**src/hdl/sfers_params.svh**
```systemverilog
`ifndef SFERS_PARAMS_SVH
`define SFERS_PARAMS_SVH
`define SFERS_CLK_PERIOD_NS   10
`define SFERS_RST_DELAY_MS    200
`define SFERS_RST_DELAY_CYC   ((`SFERS_RST_DELAY_MS * 1000000) / `SFERS_CLK_PERIOD_NS)
`define SFERS_DELAY_W         25
`define SFERS_OPC_W           8
`endif

```
**src/hdl/sfers_pkg.sv**
```systemverilog
package sfers_pkg;
   typedef enum logic [1:0] {
      SFERS_ST_LOCKED,
      SFERS_ST_IDLE,
      SFERS_ST_ACTIVE
   } sfers_link_t;

   typedef enum logic [1:0] {
      SFERS_RS_POWEROFF,
      SFERS_RS_HOLD,
      SFERS_RS_RUN
   } sfers_rst_t;

   typedef struct packed {
      logic csN;
      logic sck;
      logic si;
      logic wpN;
   } sfers_pins_t;

   typedef struct packed {
      logic so;
      logic soOe;
   } sfers_sout_t;
endpackage : sfers_pkg

```
**src/hdl/sfers_front_end.sv**
```systemverilog
// Overview of operation
// - with chip select high the device is deselected and its serial output is not driven.
// - deselected, the device drops to standby unless a nonvolatile write is still running.
// - chip select low enables the device in its active state, ready for serial input.
// - after power-up all serial activity is ignored until the first falling edge of chip select.
// - the serial output is driven during reads and each bit changes on the serial clock falling edge.
// - serial input bits are sampled on each rising edge of the serial clock.
// - the open-drain reset output asserts, at the variant's polarity, whenever supply is below the trip threshold but above about 1V.
// - reset stays asserted for 200ms after supply rises above the threshold, at power-up and after brownout.
// - reset is asserted from about 1V of supply and held during brownout until supply falls below about 1V.
// - the write-protect pin with the protect lock enable bit locks protect and timer settings.
// - the serial clock is static, so a paused transfer resumes where it stopped.
`timescale 1ns/1ps
`default_nettype none
`include "sfers_params.svh"

module sfers_front_end #(
   parameter int                RST_DELAY_CYC = `SFERS_RST_DELAY_CYC,
   parameter bit                RST_ACT_HIGH  = 1'b0,
   parameter int                OPC_W         = `SFERS_OPC_W
) (
   input  wire logic            ref_clk,
   input  wire logic            nrst,
   input  wire logic            csN,
   input  wire logic            sck,
   input  wire logic            si,
   input  wire logic            wpN,
   input  wire logic            supplyAboveTrip,
   input  wire logic            supplyAboveMin,
   input  wire logic            protectLockEnableBit,
   input  wire logic            nvWriteBusy,
   input  wire logic            readActive,
   input  wire logic            txBit,
   output logic                 so,
   output logic                 soOe,
   output logic                 rstOut,
   output logic                 rstOe,
   output logic                 standby,
   output logic                 active,
   output logic                 rxValid,
   output logic [OPC_W-1:0]     rxByte,
   output logic                 txTake,
   output logic                 settingsLocked
);

   typedef struct packed {
      sfers_pkg::sfers_link_t   link;
      sfers_pkg::sfers_rst_t    rsm;
      logic [`SFERS_DELAY_W-1:0] delay;
      logic                     sckQ;
      logic                     csQ;
      logic [2:0]               bitCnt;
      logic [OPC_W-1:0]         shift;
      logic                     rxValid;
      logic [OPC_W-1:0]         rxByte;
      logic                     txTake;
      sfers_pkg::sfers_sout_t   sout;
      logic                     rstAsserted;
      logic                     rstPull;
      logic                     standby;
      logic                     active;
      logic                     locked;
   } sfers_state_t;

   sfers_state_t st;
   sfers_state_t next_st;
   sfers_pkg::sfers_pins_t pins;

   localparam logic [`SFERS_DELAY_W-1:0] DELAY_LAST = `SFERS_DELAY_W'(RST_DELAY_CYC - 1);

   logic sckRise;
   logic sckFall;
   logic csFall;

   assign pins    = '{csN: csN, sck: sck, si: si, wpN: wpN};
   // pins are synchronous by contract, so edges come from one registered copy
   assign sckRise = pins.sck & ~st.sckQ;
   assign sckFall = ~pins.sck & st.sckQ;
   assign csFall  = ~pins.csN & st.csQ;

   ////////////////////////////////////////////////////////////////////////////
   always_comb begin
      next_st         = st;
      next_st.sckQ    = pins.sck;
      next_st.csQ     = pins.csN;
      next_st.rxValid = 1'b0;
      next_st.txTake  = 1'b0;
      next_st.locked  = protectLockEnableBit & ~pins.wpN;

      // serial link
      case (st.link)
         sfers_pkg::SFERS_ST_LOCKED: begin
            if (csFall) begin
               next_st.link   = sfers_pkg::SFERS_ST_ACTIVE;
               next_st.bitCnt = 3'h0;
            end
         end
         sfers_pkg::SFERS_ST_IDLE: begin
            if (!pins.csN) begin
               next_st.link   = sfers_pkg::SFERS_ST_ACTIVE;
               next_st.bitCnt = 3'h0;
            end
         end
         sfers_pkg::SFERS_ST_ACTIVE: begin
            if (pins.csN) begin
               next_st.link = sfers_pkg::SFERS_ST_IDLE;
            end else begin
               // no timeout on the clock: a pause simply holds the shift state
               if (sckRise) begin
                  next_st.shift  = {st.shift[OPC_W-2:0], pins.si};
                  next_st.bitCnt = st.bitCnt + 3'h1;
                  if (st.bitCnt == 3'h7) begin
                     next_st.rxValid = 1'b1;
                     next_st.rxByte  = {st.shift[OPC_W-2:0], pins.si};
                  end
               end
               if (sckFall && readActive) begin
                  next_st.sout.so = txBit;
                  next_st.txTake  = 1'b1;
               end
            end
         end
         default: next_st.link = sfers_pkg::SFERS_ST_LOCKED;
      endcase

      next_st.sout.soOe = (next_st.link == sfers_pkg::SFERS_ST_ACTIVE) && readActive;
      next_st.active    = (next_st.link == sfers_pkg::SFERS_ST_ACTIVE);
      next_st.standby   = !next_st.active && !nvWriteBusy;

      // reset supervisor
      case (st.rsm)
         sfers_pkg::SFERS_RS_POWEROFF: begin
            if (supplyAboveMin) begin
               next_st.rsm   = sfers_pkg::SFERS_RS_HOLD;
               next_st.delay = '0;
            end
         end
         sfers_pkg::SFERS_RS_HOLD: begin
            if (!supplyAboveMin) begin
               next_st.rsm = sfers_pkg::SFERS_RS_POWEROFF;
            end else if (!supplyAboveTrip) begin
               next_st.delay = '0;
            end else if (st.delay == DELAY_LAST) begin
               next_st.rsm = sfers_pkg::SFERS_RS_RUN;
            end else begin
               next_st.delay = st.delay + 1'b1;
            end
         end
         sfers_pkg::SFERS_RS_RUN: begin
            if (!supplyAboveTrip) begin
               next_st.rsm   = sfers_pkg::SFERS_RS_HOLD;
               next_st.delay = '0;
            end
         end
         default: next_st.rsm = sfers_pkg::SFERS_RS_POWEROFF;
      endcase
      // below ~1V the pin floats; above it, held until the run state
      next_st.rstAsserted = (next_st.rsm == sfers_pkg::SFERS_RS_HOLD);
      // pull-down enable kept in a flop so the pin never sees a decode glitch
      next_st.rstPull     = RST_ACT_HIGH ? (next_st.rsm == sfers_pkg::SFERS_RS_RUN)
                                         : (next_st.rsm == sfers_pkg::SFERS_RS_HOLD);
   end

   always_ff @(posedge ref_clk or negedge nrst) begin
      if (!nrst) begin
         st      <= '0;
         st.link <= sfers_pkg::SFERS_ST_LOCKED;
         st.rsm  <= sfers_pkg::SFERS_RS_POWEROFF;
         st.sckQ <= 1'b0;
         // a select already low at reset must not count as the first falling edge
         st.csQ  <= 1'b0;
      end else begin
         st <= next_st;
      end
   end

   ////////////////////////////////////////////////////////////////////////////
   // open drain: active-low variant pulls low; active-high variant releases to pull-up
   assign so             = st.sout.so;
   assign soOe           = st.sout.soOe;
   assign rstOut         = 1'b0;
   assign rstOe          = st.rstPull;
   assign standby        = st.standby;
   assign active         = st.active;
   assign rxValid        = st.rxValid;
   assign rxByte         = st.rxByte;
   assign txTake         = st.txTake;
   assign settingsLocked = st.locked;
endmodule : sfers_front_end
`default_nettype wire

```
**config.mk**
```make
export PLATFORM = sky130hd
export DESIGN_NAME = sfers_front_end
export DESIGN_NICKNAME = d
export VERILOG_FILES = /design/src/hdl/sfers_pkg.sv /design/src/hdl/sfers_front_end.sv
export VERILOG_INCLUDE_DIRS = /design/src /design/src/hdl
export SDC_FILE = /design/constraint.sdc
export NUM_CORES = 1
export LEC_CHECK = 0
export BUFFER_PORTS_ARGS = -buffer_cell sky130_fd_sc_hd__buf_4
export CAP_MARGIN = 10
export CORE_ASPECT_RATIO = 0.8
export CORE_MARGIN = 1
export CORE_UTILIZATION = 30
export CTS_BUF_LIST = sky130_fd_sc_hd__clkbuf_8
export DETAILED_ROUTE_END_ITERATION = 16
export PLACE_DENSITY = 0.45
export REMOVE_ABC_BUFFERS = 1
export SYNTH_ARGS = -nofsm -noshare
export SYNTH_HDL_FRONTEND = slang
export SYNTH_SLANG_ARGS = --single-unit
```
**constraint.sdc**
```tcl
create_clock -name ref_clk -period 2.55 [get_ports ref_clk]
set_input_delay 0.1275 -clock ref_clk [delete_from_list [all_inputs] [get_ports ref_clk]]
set_output_delay 0.1275 -clock ref_clk [all_outputs]
set_load 0.005 [all_outputs]
```
# Yosys cells after proc, flatten, opt, wreduce, memory -nomap -nowiden
# Index checks and enable logic that the tools add are counted.
dict set report word_totals {
  ff_bits 58
  in_bits 12
  output_inout_bits 17
  wordCells 78
}
dict set report classes {
  n_addsub 2
  n_eq_ne 16
  n_mux 22
  bitwise_logic 8
  n_reduce_logical 14
}
# op count
set op_table {}
lappend op_table {{25-bit 2-to-1 mux} 3}
lappend op_table {{25-bit case mux with 3 select lines} 1}
lappend op_table {{27-bit 2-to-1 mux} 2}
lappend op_table {{25-bit by 1-bit adder with 25-bit output (second input constant)} 1}
lappend op_table {{25-bit == test (second input constant)} 1}
lappend op_table {{22-bit 2-to-1 mux} 1}
lappend op_table {{20-bit 2-to-1 mux} 1}
lappend op_table {{2-bit 2-to-1 mux} 7}
lappend op_table {{2-bit != test (second input constant)} 7}
lappend op_table {{2-bit case mux with 3 select lines} 2}
lappend op_table {{11-bit 2-to-1 mux} 1}
lappend op_table {{5-bit AND reduction} 2}
lappend op_table {{9-bit 2-to-1 mux} 1}
lappend op_table {{3-bit case mux with 3 select lines} 1}
lappend op_table {{2-bit by 1-bit == test with 1-bit output (second input constant)} 3}
lappend op_table {{2-bit == test (second input constant)} 3}
lappend op_table {{3-bit 2-to-1 mux} 2}
lappend op_table {{3-bit AND reduction} 2}
lappend op_table {{3-bit nonzero test} 2}
lappend op_table {{1-bit AND} 4}
lappend op_table {{2-bit logical NOT} 2}
lappend op_table {{1-bit NOT} 4}
lappend op_table {{4-bit AND reduction} 1}
lappend op_table {{3-bit by 1-bit adder with 3-bit output (second input constant)} 1}
lappend op_table {{other kinds (4)} 7}

# Logic depth before layout (Yosys ltp)
dict set report logic_depth {
  ltp_word 7
  mapped_depth 8
  mapped_depth_nobuf 7
}

# Least setup slack after synthesis
# Ideal clock, no wire load.
dict set report synth_path {
  path_type {reg2reg}
  start {register st[38] (netlist bit)}
  end {register st[52] (netlist bit)}
  setup_time_ps 124
  arrival_ps 1965
  t_required_ps 2426
  slack_ps 461
  path_stages_with_launch 6
  n_path_buf 0
  synth_period_minus_slack_ps 2089
  cell_sequence {dfrtp_1 -> or4b_1 -> or4_4 -> o221ai_4 -> nor3_1 -> a211o_1}
}
dict set report synth_between {
  elab_chain_len 5
  elab_cells_between_ends 8
  classes_between {1 x add/sub; 2 x eq/ne; 4 x mux; 1 x reduce/logical}
}
# item line_no
set synth_rtl {}
lappend synth_rtl {{start: declaration} sfers_front_end.sv:65} ;# sfers_state_t st;
lappend synth_rtl {{start signal: assignment} sfers_front_end.sv:173} ;# st <= next_st;
lappend synth_rtl {{25-bit by 1-bit adder with 25-bit output} sfers_front_end.sv:146} ;# next_st.delay = st.delay + 1'b1;
lappend synth_rtl {{25-bit 2-to-1 mux} sfers_front_end.sv:143} ;# end else if (st.delay == DELAY_LAST) begin
lappend synth_rtl {{25-bit 2-to-1 mux} sfers_front_end.sv:141} ;# end else if (!supplyAboveTrip) begin
lappend synth_rtl {{25-bit 2-to-1 mux} sfers_front_end.sv:139} ;# if (!supplyAboveMin) begin
lappend synth_rtl {{25-bit case mux with 3 select lines} sfers_front_end.sv:131} ;# case (st.rsm)
# Several ways; a longest one is shown, not always the timed one. The select of a mux whose other input is x is not followed.
# A chain may end at the register's enable or synchronous reset.

# Worst setup path in the final report
dict set report layout_path {
  start {register st[56] (netlist bit)}
  end {register st[37] (netlist bit)}
}
dict set report layout_between {
  elab_chain_len 3
  elab_cells_between_ends 10
  classes_between {6 x eq/ne; 1 x mux; 3 x reduce/logical}
}
# item line_no
set layout_rtl {}
lappend layout_rtl {{2-bit by 1-bit == test with 1-bit output, or another cell as far along} sfers_front_end.sv:131}
lappend layout_rtl {{3-bit != test (no source line), or another cell as far along} --}
lappend layout_rtl {{5-bit AND reduction (no source line)} --}
# Several ways; a longest one is shown, not always the timed one.

==> impl_metrics.tcl <==
set metrics [dict create \
    root_buffer "clkbuf_8" \
    num-nets-final 362 \
    place_area_um2 3360 \
    setup_viol 0 \
    status "finished clean" \
    critical_path_arrival_ns 2.59 \
    ys_seq_area_share_pct 47.3 \
    synth_top_area_share_pct 47.3 \
    n_antenna_cell 0 \
    drtAntennaViolNets 0 \
    fin_util_pct 37.9 \
    core_um2 9690 \
    crit_type "flip-flop to flip-flop" \
    clk_pin_slew_worst_paths_ns 0.07 \
    reg2reg_setup_slack_ns 0.19 \
    synth_compound_area_share_pct 17.3 \
    grt-ovfl-total 0 \
    synthMuxAreaShare_pct 3.69 \
    rsz0062_at_grt "no" \
    cts_buffers 9 \
    fmax_ghz 0.423 \
    drcViolationCount 0 \
    ys.flop_type "dfrtp_1" \
    first_iter_violations 208 \
    cp-end-kind "flip-flop" \
    largest_reg_flops 41 \
    htreeDepth 3 \
    fin_total_pwr_mw 2.45 \
    grt_max_degree 58 \
    yosys-top-cells-count "dfrtp_1, nand2_1, o21ai_0" \
    start_util_pct 31.1 \
    synth_cells 300 \
    grt_first_pass_wirelength_um 12100 \
    vias_per_cell 5.00 \
    synth_xor_area_share_pct 0 \
    synth_fa_ha_area_share_pct 2.90 \
    vias 2421 \
    synthArstFlopShare_pct 100 \
    leakage_nw 1.72 \
    hpwl_um 4900 \
    power_density_nw_per_um2 668 \
    die_y_um 91.7 \
    antenna_found_initial 0 \
    place_congestion 0.789 \
    cts_buffer_depth 2 \
    cts.sinks 57 \
    avgSynthCellArea_um2 10.1 \
    cts_tree "built" \
    whs_ns 0.0219 \
    synth_top_family_by_area "simple AND/OR/NAND/NOR gates" \
    drtPass1Iterations 4 \
    synthesis.area_um2 3020 \
    grtUsageTotal_pct 15.0 \
    worstMarginPinSlew_ns 0.744 \
    synth-edff-count 0 \
    drive_gt1_share_pct 23.3 \
    critPathMaxFanout 11 \
    first_global_vias 2341 \
    hp-class "input pin to flip-flop" \
    post-route-period-util_pct 92.6 \
    stdcell_area_um2 3670 \
    num_rows 32 \
    wl_um 7210 \
    ir_drop_v 0.000287 \
    fp.dieW_um 114 \
    synthSimpleGateAreaFrac_pct 22.9 \
    io_buffers 27 \
    final_max_slew_viol_count 0 \
    synth.largest_area_cell "dfrtp_1" \
    synth-warning-count 0 \
    netlist_top_cells_area "dfrtp_1, nand2_1, o21ai_0" \
    cp.required_ns 2.78 \
    synth_seq_cells 57 \
    fin_setup_tns_ns 0 \
    finClkSkew_ns 0.00844 \
    timing.slew.headroom_pct 50.4 \
    min-delay-start "txBit" \
    worstReg2RegStart "st[56]" \
    worstSetupStartpoint "st[56]" \
    top_register "st" \
    cp-start-kind "flip-flop" \
    die_area_um2 10500 \
    syn_to_final_growth_pct 21.8 \
    hold_viol 0 \
    wl_per_cell_um 14.9 \
    clock_latency_ns 0.34 \
    synth.distinct_cells 53 \
    fin_crit_ns 2.36 \
    maxCapViolations 0 \
    num_io_pins 29 \
    synth_most_common_cell "dfrtp_1" \
]
-- cells by family (layout without fill, tap and decap cells) --
| logic type | Yosys count | count (layout) |
|---|---|---|
| multiplexers | 10 | 10 |
| adder cells (fa/ha/maj) | 7 | 7 |
| flip-flops | 57 | 57 |
| AO/OA/AOI/OAI | 75 | 75 |
| buffers and inverters | 27 | 75 |
| AND/OR/NAND/NOR | 123 | 123 |
| other | 1 | 1 |
-- metal layers --
layer,track usage (%),wire length [um],vias up
li1,-,-,1181
met1,22.5,3860,1184
met2,20.3,2980,52
met3,4.36,307,4
met4,5.09,57,0
met5,0,0,-
-- metrics by stage --
step,std cells,setup WS (ns)
6_report,484,0.188
5_1_grt,484,0.0112
4_1_cts,484,0.0254
3_5_place_dp,460,0.0708
3_3_place_gp,460,0.219
2_1_floorplan,281,0.290
-- worst max-delay path, cell delays in order, from the launching register on --
cell and delay, ns:
dfrtp_1 0.45, inv_1 0.10, ha_1 0.28, nand2_1 0.17, or3_1 0.47, or2_4 0.35
buf_4 0.19, o31ai_1 0.24
-- final timing paths --
kind / to / depth (start not counted)
min: so / 2
min reg2reg: st[23] / 2
max: st[37] / 7
max in group asynchronous: st[43] / 2
min in group asynchronous: st[58] / 2
max reg2reg: st[37] / 7
-- layout make-up --
type,instances,area (um2)
clock buffers,11,151
well taps,136,170
flip-flops and latches,57,1430
inverters,8,30.0
fillers,1005,6020
clock inverters,5,77.6
repair buffers,51,403
multi-input cells,216,1420
-- power by group --
group | total, mW | internal, mW | switching (mW) | leakage [nW]
Sequential | 1.00 | 0.961 | 0.0415 | 0.777
Clock | 0.973 | 0.600 | 0.373 | 0.115
Combinational | 0.480 | 0.194 | 0.285 | 0.827
Total | 2.45 | 1.75 | 0.700 | 1.72
-- what timing repair did --
| item | in CTS | in global routing |
|---|---|---|
| buffers inserted | 0 | 0 |
| hold buffers | 8 | 0 |
| endpoints found under the hold margin | 65 | 0 |
| gates resized for setup | 0 | 2 |
| endpoints found under the setup margin | 0 | 8 |
-- layout by cell type, fill, tap and decap left out, types with 3 or more instances in the layout --
cell,n
a22o_1,3
or3_1,3
clkbuf_8,11
dfrtp_1,57
dlygate4sd3_1,8
nor3_1,7
nor4_1,4
nand4_1,5
o21ai_0,23
and3_1,5
a31oi_1,7
nand3_1,14
mux2_2,9
o31ai_1,15
buf_4,43
o21ai_1,3
nand2_1,45
ha_1,7
a21oi_1,5
inv_1,8
nand2b_1,3
and2_1,5
nor2_1,13
(Power assumes the default switching activity.)
